**src/cgm_map.vh**
```
`ifndef CGM_MAP_VH
`define CGM_MAP_VH
// ==========================================================
// register byte offsets
`define CGM_PLL_CONTROL_REG_ADDR 8'h00
`define CGM_BANDWIDTH_CONTROL_REG_ADDR 8'h04
`define CGM_PPG_ADDR 8'h08
// pll control register fields
`define CGM_PLL_CONTROL_REG_IE 7
`define CGM_PLL_CONTROL_REG_FLAG 6
`define CGM_PLL_CONTROL_REG_ON 5
`define CGM_PLL_CONTROL_REG_BCS 4
// bandwidth control register fields
`define CGM_BANDWIDTH_CONTROL_REG_AUTO 7
`define CGM_BANDWIDTH_CONTROL_REG_LOCK 6
`define CGM_BANDWIDTH_CONTROL_REG_ACQ 5
// reset values
`define CGM_PPG_RESET 8'h11
`define CGM_ON_RESET 1'b1
// transition control: edges of each source, and fallback limit
`define CGM_SW_EDGES 2'h3
`define CGM_SW_TIMEOUT 8'hFF
// lock detector window (reference edges) and tolerances (feedback edges)
`define CGM_WIN 8'h10
`define CGM_TOL_TRK 8'h01
`define CGM_TOL_UNT 8'h02
`define CGM_TOL_LOCK 8'h00
`define CGM_TOL_UNL 8'h01
`endif

```
**src/cgm_pll_ctrl.v**
```verilog
`timescale 1ns/1ns
`default_nettype none
`include "cgm_map.vh"
module cgm_pll_ctrl (
  // clock and reset
  input wire i_core_clk,
  input wire i_reset_n,
  // apb slave
  input wire i_psel,
  input wire i_penable,
  input wire i_pwrite,
  input wire [7:0] i_paddr,
  input wire [31:0] i_pwdata,
  output wire o_pready,
  output reg [31:0] o_prdata,
  output wire o_pslverr,
  // clock inputs and system integration module
  input wire i_crystal_clock,
  input wire i_vco_clock,
  input wire i_oscillator_enable_in,
  // oscillator and vco control
  output wire o_crystal_amp_enable,
  output wire o_pll_power_on,
  output wire [3:0] o_vco_range,
  // derived clocks
  output reg o_pll_reference_clock,
  output reg o_final_reference_clock,
  output reg o_vco_feedback_clock,
  output reg o_base_clock_out,
  // loop filter
  output reg o_pump_up,
  output reg o_pump_down,
  output wire o_track_mode,
  // interrupt
  output wire o_clockgen_irq
);
  // ==========================================================
  // registers
  reg irq_enable; // interrupt enable
  reg lock_change_flag; // sticky lock toggle flag
  reg pll_power_on; // pll on bit
  reg base_clock_select; // requested vco select
  reg auto_bw; // automatic bandwidth select
  reg acquire_track_bit; // filter mode, 1 = tracking
  reg lock_ind; // lock indicator
  reg [7:0] multiplier_program_reg; // N and L

  wire [3:0] mult_n = multiplier_program_reg[7:4];
  wire [3:0] mult_l = multiplier_program_reg[3:0];
  wire pll_enabled = pll_power_on & (mult_l != 4'h0);
  wire bcs_eff = base_clock_select & pll_enabled;

  // ==========================================================
  // apb decode
  wire acc = i_psel & i_penable;
  wire wr = acc & i_pwrite;
  wire rd = acc & ~i_pwrite;
  wire hit_pll_control_reg = (i_paddr == `CGM_PLL_CONTROL_REG_ADDR);
  wire hit_bandwidth_control_reg = (i_paddr == `CGM_BANDWIDTH_CONTROL_REG_ADDR);
  wire hit_ppg = (i_paddr == `CGM_PPG_ADDR);
  wire hit_any = hit_pll_control_reg | hit_bandwidth_control_reg | hit_ppg;

  // zero wait states; unmapped gives an error
  assign o_pready = 1'b1;
  assign o_pslverr = acc & ~hit_any;

  // ==========================================================
  // pin synchronisers
  wire xtal_lvl;
  wire xtal_rise_raw;
  wire vco_lvl;
  wire vco_rise_raw;

  cgm_sync u_sync_xtal (
    .i_core_clk(i_core_clk),
    .i_reset_n(i_reset_n),
    .i_pin(i_crystal_clock),
    .o_level(xtal_lvl),
    .o_rise(xtal_rise_raw)
  );

  cgm_sync u_sync_vco (
    .i_core_clk(i_core_clk),
    .i_reset_n(i_reset_n),
    .i_pin(i_vco_clock),
    .o_level(vco_lvl),
    .o_rise(vco_rise_raw)
  );

  assign o_crystal_amp_enable = i_oscillator_enable_in;
  wire xtal_rise = xtal_rise_raw & i_oscillator_enable_in;
  // divider, detector and ST_RUN ignore vco edges while pll disabled; ST_SWITCH counts raw vco edges
  wire vco_rise = vco_rise_raw & pll_enabled;
  assign o_pll_power_on = pll_enabled & i_oscillator_enable_in;
  assign o_vco_range = mult_l;

  // ==========================================================
  // reference path
  // buffered crystal copies
  always @(posedge i_core_clk) begin
    if (!i_reset_n) begin
      o_pll_reference_clock <= 1'b0;
      o_final_reference_clock <= 1'b0;
    end else begin
      o_pll_reference_clock <= xtal_lvl & i_oscillator_enable_in;
      o_final_reference_clock <= o_pll_reference_clock;
    end
  end

  // ==========================================================
  // feedback divider
  reg [3:0] div_cnt; // vco edges within one period
  reg fb_rise; // feedback rising pulse
  wire [3:0] n_eff = (mult_n == 4'h0) ? 4'h1 : mult_n;
  wire [4:0] n_sum = {1'b0, n_eff} + 5'h01; // N plus one, no wrap at 15
  wire [3:0] n_half = n_sum[4:1];
  wire [3:0] div_inc = div_cnt + 4'h1;

  always @(posedge i_core_clk) begin
    if (!i_reset_n) begin
      div_cnt <= 4'h0;
      fb_rise <= 1'b0;
      o_vco_feedback_clock <= 1'b0;
    end else begin
      fb_rise <= 1'b0;
      if (vco_rise) begin
        if (div_inc >= n_eff) begin
          // wrap: start of feedback period
          div_cnt <= 4'h0;
          fb_rise <= 1'b1;
          o_vco_feedback_clock <= 1'b1;
        end else begin
          div_cnt <= div_inc;
          o_vco_feedback_clock <= (div_inc < n_half);
        end
      end
    end
  end

  // ==========================================================
  // phase detector
  reg ref_rise_d; // reference edge aligned to fb_rise timing
  always @(posedge i_core_clk) begin
    if (!i_reset_n) begin
      ref_rise_d <= 1'b0;
    end else begin
      ref_rise_d <= xtal_rise;
    end
  end

  wire next_up = o_pump_up | ref_rise_d;
  wire next_dn = o_pump_down | (fb_rise & pll_enabled);

  always @(posedge i_core_clk) begin
    if (!i_reset_n) begin
      o_pump_up <= 1'b0;
      o_pump_down <= 1'b0;
    end else if (!pll_enabled || (next_up && next_dn)) begin
      // both edges seen: end correction
      o_pump_up <= 1'b0;
      o_pump_down <= 1'b0;
    end else begin
      o_pump_up <= next_up;
      o_pump_down <= next_dn;
    end
  end

  // ==========================================================
  // lock detector
  reg [7:0] win_cnt; // reference edges in window
  reg [7:0] fb_cnt; // feedback edges in window
  wire [7:0] fb_tot = fb_cnt + {7'h00, fb_rise};
  wire [7:0] dev = (fb_tot > `CGM_WIN) ? (fb_tot - `CGM_WIN) : (`CGM_WIN - fb_tot);
  wire win_end = ref_rise_d & (win_cnt == (`CGM_WIN - 8'h01));
  reg det_acq; // detector filter mode
  reg det_lock; // detector lock state

  always @(posedge i_core_clk) begin
    if (!i_reset_n) begin
      win_cnt <= 8'h00;
      fb_cnt <= 8'h00;
      det_acq <= 1'b0;
      det_lock <= 1'b0;
    end else if (!pll_enabled) begin
      win_cnt <= 8'h00;
      fb_cnt <= 8'h00;
      det_acq <= 1'b0;
      det_lock <= 1'b0;
    end else if (win_end) begin
      win_cnt <= 8'h00;
      fb_cnt <= 8'h00;
      if (dev <= `CGM_TOL_TRK) begin
        det_acq <= 1'b1;
      end else if (dev > `CGM_TOL_UNT) begin
        det_acq <= 1'b0;
      end
      if (dev <= `CGM_TOL_LOCK) begin
        det_lock <= 1'b1;
      end else if (dev > `CGM_TOL_UNL) begin
        det_lock <= 1'b0;
      end
    end else begin
      if (ref_rise_d) begin
        win_cnt <= win_cnt + 8'h01;
      end
      fb_cnt <= fb_tot;
    end
  end

  // ==========================================================
  // mode, lock and flag
  // tracking unless acquiring
  assign o_track_mode = acquire_track_bit;
  wire pll_control_reg_read = rd & hit_pll_control_reg;
  wire next_lock = auto_bw & det_lock;
  wire lock_toggle = auto_bw & (next_lock != lock_ind);

  always @(posedge i_core_clk) begin
    if (!i_reset_n) begin
      lock_ind <= 1'b0;
      acquire_track_bit <= 1'b0;
      lock_change_flag <= 1'b0;
    end else begin
      lock_ind <= next_lock;
      if (auto_bw) begin
        acquire_track_bit <= det_acq;
      end else if (wr && hit_bandwidth_control_reg) begin
        acquire_track_bit <= i_pwdata[`CGM_BANDWIDTH_CONTROL_REG_ACQ];
      end
      // toggle sets, read clears; set wins
      if (lock_toggle) begin
        lock_change_flag <= 1'b1;
      end else if (pll_control_reg_read || !auto_bw) begin
        lock_change_flag <= 1'b0;
      end
    end
  end

  assign o_clockgen_irq = auto_bw & irq_enable & lock_change_flag;

  // ==========================================================
  // register writes
  wire wr_on = i_pwdata[`CGM_PLL_CONTROL_REG_ON];
  wire wr_bcs = i_pwdata[`CGM_PLL_CONTROL_REG_BCS];
  wire on_chg = (wr_on != pll_power_on);
  wire bcs_chg = (wr_bcs != base_clock_select);

  always @(posedge i_core_clk) begin
    if (!i_reset_n) begin
      irq_enable <= 1'b0;
      pll_power_on <= `CGM_ON_RESET;
      base_clock_select <= 1'b0;
      auto_bw <= 1'b0;
      multiplier_program_reg <= `CGM_PPG_RESET;
    end else begin
      if (wr && hit_pll_control_reg) begin
        // enable writable only in auto mode
        irq_enable <= auto_bw & i_pwdata[`CGM_PLL_CONTROL_REG_IE];
        // power stays on while vco selected
        if (!base_clock_select) begin
          pll_power_on <= wr_on;
        end
        // select only with pll ready, not with power change
        if (!(on_chg && !base_clock_select) && bcs_chg) begin
          base_clock_select <= wr_bcs & pll_enabled;
        end
      end else if (!auto_bw) begin
        irq_enable <= 1'b0;
      end
      if (wr && hit_bandwidth_control_reg) begin
        auto_bw <= i_pwdata[`CGM_BANDWIDTH_CONTROL_REG_AUTO];
      end
      // N upper, L lower; locked while on
      if (wr && hit_ppg && !pll_power_on) begin
        multiplier_program_reg <= i_pwdata[7:0];
      end
    end
  end

  // ==========================================================
  // read data
  // status bits read back from hardware
  always @(posedge i_core_clk) begin
    if (!i_reset_n) begin
      o_prdata <= 32'h00000000;
    end else if (i_psel && !i_penable && !i_pwrite) begin
      o_prdata <= 32'h00000000;
      if (hit_pll_control_reg) begin
        o_prdata[`CGM_PLL_CONTROL_REG_IE] <= irq_enable & auto_bw;
        o_prdata[`CGM_PLL_CONTROL_REG_FLAG] <= lock_change_flag & auto_bw;
        o_prdata[`CGM_PLL_CONTROL_REG_ON] <= pll_power_on;
        o_prdata[`CGM_PLL_CONTROL_REG_BCS] <= bcs_eff;
      end else if (hit_bandwidth_control_reg) begin
        o_prdata[`CGM_BANDWIDTH_CONTROL_REG_AUTO] <= auto_bw;
        o_prdata[`CGM_BANDWIDTH_CONTROL_REG_LOCK] <= lock_ind;
        o_prdata[`CGM_BANDWIDTH_CONTROL_REG_ACQ] <= acquire_track_bit;
      end else if (hit_ppg) begin
        o_prdata[7:0] <= multiplier_program_reg;
      end
    end
  end

  // ==========================================================
  // base clock selector
  localparam ST_RUN = 1'b0; // dividing current source
  localparam ST_SWITCH = 1'b1; // holding output during change
  reg sw_state; // selector state
  reg sel_cur; // source in use, 1 = vco
  reg [1:0] sw_xcnt; // crystal edges seen
  reg [1:0] sw_vcnt; // vco edges seen
  reg [7:0] sw_tmo; // fallback if a source is stopped
  wire src_rise = sel_cur ? vco_rise : xtal_rise;
  wire sw_done = ((sw_xcnt == `CGM_SW_EDGES) && (sw_vcnt == `CGM_SW_EDGES))
    || (sw_tmo == `CGM_SW_TIMEOUT);

  always @(posedge i_core_clk) begin
    if (!i_reset_n) begin
      sw_state <= ST_RUN;
      sel_cur <= 1'b0;
      sw_xcnt <= 2'h0;
      sw_vcnt <= 2'h0;
      sw_tmo <= 8'h00;
      o_base_clock_out <= 1'b0;
    end else begin
      case (sw_state)
        ST_RUN: begin
          if (src_rise) begin
            o_base_clock_out <= ~o_base_clock_out;
          end
          if (bcs_eff != sel_cur) begin
            sw_state <= ST_SWITCH;
            sw_xcnt <= 2'h0;
            sw_vcnt <= 2'h0;
            sw_tmo <= 8'h00;
          end
        end
        ST_SWITCH: begin
          if (xtal_rise && sw_xcnt != `CGM_SW_EDGES) begin
            sw_xcnt <= sw_xcnt + 2'h1;
          end
          if (vco_rise_raw && sw_vcnt != `CGM_SW_EDGES) begin
            sw_vcnt <= sw_vcnt + 2'h1;
          end
          sw_tmo <= sw_tmo + 8'h01;
          if (sw_done) begin
            sel_cur <= bcs_eff;
            sw_state <= ST_RUN;
          end
        end
        default: begin
          sw_state <= ST_RUN;
        end
      endcase
    end
  end
endmodule // cgm_pll_ctrl
`default_nettype wire

```
**src/cgm_sync.v**
```verilog
`timescale 1ns/1ns
`default_nettype none
// ==========================================================
// three-stage pin synchroniser with agreed-level rise pulse
module cgm_sync (
  // clock and reset
  input wire i_core_clk,
  input wire i_reset_n,
  // pin side
  input wire i_pin,
  // core side
  output reg o_level,
  output wire o_rise
);
  reg s1; // first stage, read only by s2
  reg s2; // second stage
  reg s3; // third stage

  // shift chain and agreed level
  always @(posedge i_core_clk) begin
    if (!i_reset_n) begin
      s1 <= 1'b0;
      s2 <= 1'b0;
      s3 <= 1'b0;
      o_level <= 1'b0;
    end else begin
      s1 <= i_pin;
      s2 <= s1;
      s3 <= s2;
      // change counts once stages two and three agree
      if (s2 == s3) begin
        o_level <= s3;
      end
    end
  end

  // one-cycle pulse on an agreed rising edge
  assign o_rise = (s2 == s3) & s3 & ~o_level;
endmodule // cgm_sync
`default_nettype wire
```
**config.mk**
```make
export PLATFORM = sky130hd
export DESIGN_NAME = cgm_pll_ctrl
export DESIGN_NICKNAME = d
export VERILOG_FILES = /design/src/cgm_pll_ctrl.v /design/src/cgm_sync.v
export VERILOG_INCLUDE_DIRS = /design/src /design/src/src
export SDC_FILE = /design/constraint.sdc
export NUM_CORES = 1
export LEC_CHECK = 0
export BUFFER_PORTS_ARGS = -buffer_cell sky130_fd_sc_hd__buf_2
export CORE_MARGIN = 2
export CORE_UTILIZATION = 45
export CTS_CLUSTER_SIZE = 40
export DETAILED_ROUTE_END_ITERATION = 16
export GPL_TIMING_DRIVEN = 1
export PLACE_DENSITY = 0.69
export SETUP_SLACK_MARGIN = 0.5
export SLEW_MARGIN = 10
export SYNTH_ARGS = -nofsm -noshare
export SYNTH_HDL_FRONTEND = slang
export SYNTH_SLANG_ARGS = --single-unit
```
**constraint.sdc**
```tcl
create_clock -name i_core_clk -period 6.3 [get_ports i_core_clk]
set_clock_uncertainty 0.1 [all_clocks]
set_input_delay 0.945 -clock i_core_clk [delete_from_list [all_inputs] [get_ports i_core_clk]]
set_output_delay 0.945 -clock i_core_clk [all_outputs]
set_load 0.02 [all_outputs]
```
==> out/qor.csv <==
stage;metric;value;unit
sta;period_share;0.520;
placed_design;hpwl;6.42;mm
final_layout;diodes;0;
synth;synth_commonest_cells;dfxtp_1, nand2_1, nor2_1;
clock_tree;insertion_delay;0.35;ns
die;fp.dieW;100;um
placed_design;io_buffers;46;
critical_path;crit_chain;ha_1 -> and4_1 -> nand2_1 -> xnor2_1 -> ha_1 -> nand2_1 -> o41ai_1 -> nand4_1 -> a31oi_4 -> nand2_1 -> o31ai_1;
synth;syn-instance-count;484;
routing;route.vias.total;3359;
sta;setup_violations;0;
clock_tree;clock-root-buffer;clkbuf_8;
global_route;antenna_found_initial;0;
die;rows;35;
critical_path;cp_num_buf_inv;0;
routing;drc;0;
synth;yosysTopAreaCellShare;0.362;
final_layout;area_delta_synth_final;9.36;%
routing;wl_per_cell;13.6;um
sta;fin_ws;3.02;ns
sta;fin_setup_tns;0;ns
clock_tree;htreeDepth;3;
routing;vias_per_cell;5.31;
synth;ys_warn_count;0;
sta;slew_violations;0;
critical_path;path_delay_family;compound AO/OA/AOI/OAI gates;
die;die_area;0.00999;mm^2
die;ios;96;
clock_tree;ctsHoldBuffers;0;
routing;drt_pre_antenna_iters;4;
critical_path;critPathLaunchType;register;
power;power_density;208;mW/mm^2
run_status;status;completed;
critical_path;crit_top_cell;nand2_1;
global_route;first_global_vias;3037;
synth;async_flop_share;0;
clock_tree;postCtsSetupRepairBufs;0;
sta;rsz0062_at_grt;no;
clock_tree;cts_max_path_buffers;2;
synth;yosysMostFrequentCell;dfxtp_1;
sta;fmax;305;MHz
critical_path;end_kind;register;
routing;wl;8.63;mm
clock_tree;cts_made_buffers;9;
sta;relSlewSlack;0.369;
synth;avgSynthCellArea;8.56;um^2
critical_path;slowest_delay;0.45;ns
sta;worstMarginPinSlew;0.942;ns
routing;final_antenna_net_count;0;
synth;netlist_area;0.00414;mm^2
sta;hold_viol;0;
synth;synth_top_area_cell;dfxtp_1;
synth;ys_seq_area_frac;0.362;
critical_path;arrival;3.43;ns
synth;synth-seq-cells;75;
die;design.core.area;0.00906;mm^2
critical_path;r2r_slack;3.02;ns
critical_path;worstPathMaxFanout;6;
final_layout;drive_above_1_share;0.152;
power;irDropWorstVdd;0.130;mV
power;power;0.941;mW
sta;holdWs;0.338;ns
routing;drt_iter0_markers;185;
final_layout;final_nets;587;
die;start_util;0.457;
clock_tree;clk_pin_slew_worst_paths;0.07;ns
power;total_leakage_power;1.83;nW
critical_path;crit_required;6.46;ns
clock_tree;ctsResizeCount;0;
global_route;overflow;0;
placed_design;preCtsSetupSlack;2.90;ns
global_route;grt_pass1_wl;14.1;mm
job;max-cap-violations;0;
synth;synthFlopType;dfxtp_1;
synth;synth-edff-count;0;
critical_path;cpMaxStageDelayCell;dfxtp_1;
min_path;hp-class;reg -> reg;
placed_design;place_congestion;0.871;
global_route;grt_usage;0.175;
die;die_h;100;um
clock_tree;cts_sinks;75;
sta;post-route-min-period;3.28;ns
synth;synth_cell_type_count;69;
synth;synthTopCellsByArea;dfxtp_1, ha_1, buf_4, nand2_1, nor2_1;
clock_tree;cts_tree;yes;
final_layout;num-fill-cells;871;
critical_path;setup.worst_path.class;reg -> reg;
global_route;grt_max_degree;55;
worst paths after layout:
| path | from | to | depth (start not counted) |
|---|---|---|---|
| worst max-delay path | fb_rise | det_lock | 11 |
| worst min-delay path | u_sync_vco.s1 | u_sync_vco.s2 | 1 |
| worst max register to register | fb_rise | det_lock | 11 |
| worst min register to register | u_sync_vco.s1 | u_sync_vco.s2 | 1 |
final cells by class:
cell class                 instances  area [um^2]  share of cell area
clock buffer                      11          151              0.0334
clock inverter                     5         75.1              0.0166
inverter                          15         56.3              0.0124
multi-input combinational        369         2380               0.525
sequential                        75         1500               0.331
tap                              111          139              0.0307
timing repair buffer              46          230              0.0508
per-layer routing:
layer / part of all wire / global-route usage / vias to the layer above
li1: - / - / 1682
met5: 0 / 0 / -
met3: 0.040 / 0.0348 / 12
met4: 0.016 / 0.0685 / 0
met1: 0.47 / 0.228 / 1580
met2: 0.48 / 0.287 / 85
layout by cell type, fill, tap and decap left out, types with 2 or more instances in the layout:
cell type,n
a21boi_1,3
nand3b_1,2
a21oi_1,11
clkinv_2,3
o221a_2,2
mux2i_1,16
conb_1,25
and3_1,10
a21o_1,6
ha_1,23
o211ai_1,3
a32oi_1,2
inv_1,13
a21boi_0,6
clkbuf_8,11
nor2_1,46
nand2b_1,3
or2_2,2
nor3_1,3
a22oi_1,4
bufinv_16,2
dfxtp_1,75
nor2b_1,21
xor2_1,6
or3_1,2
o21ai_1,12
nand2_1,49
buf_2,46
o2111ai_1,2
and2_1,20
or4_1,3
nand3_1,16
nand4_1,7
o21ai_0,18
xnor2_1,12
power breakdown:
| part | switching (mW) | internal [mW] | total, mW | leakage (nW) |
|---|---|---|---|---|
| Combinational | 0.0324 | 0.0134 | 0.0458 | 1.11 |
| Clock | 0.175 | 0.243 | 0.418 | 0.119 |
| Sequential | 0.00106 | 0.476 | 0.477 | 0.605 |
logic make-up after synthesis:
logic type,share of synthesized area
DFF,0.362
other,0.00181
xor gates and xnor gates,0.0420
and+or+nand+nor,0.250
adders and majority gates,0.0695
buffers and inverters,0.0858
AOI/OAI and AO/OA,0.150
muxes,0.0387
through the flow:
stage          instances  instance area [um^2]   util
2_1_floorplan        507                  4230      -
3_5_place_dp         616                  4300  0.475
4_1_cts              632                  4530  0.500
5_1_grt              632                  4530  0.500
3_3_place_gp         616                  4300  0.475
6_report             632                  4530  0.500
(Power assumes the default switching activity.)
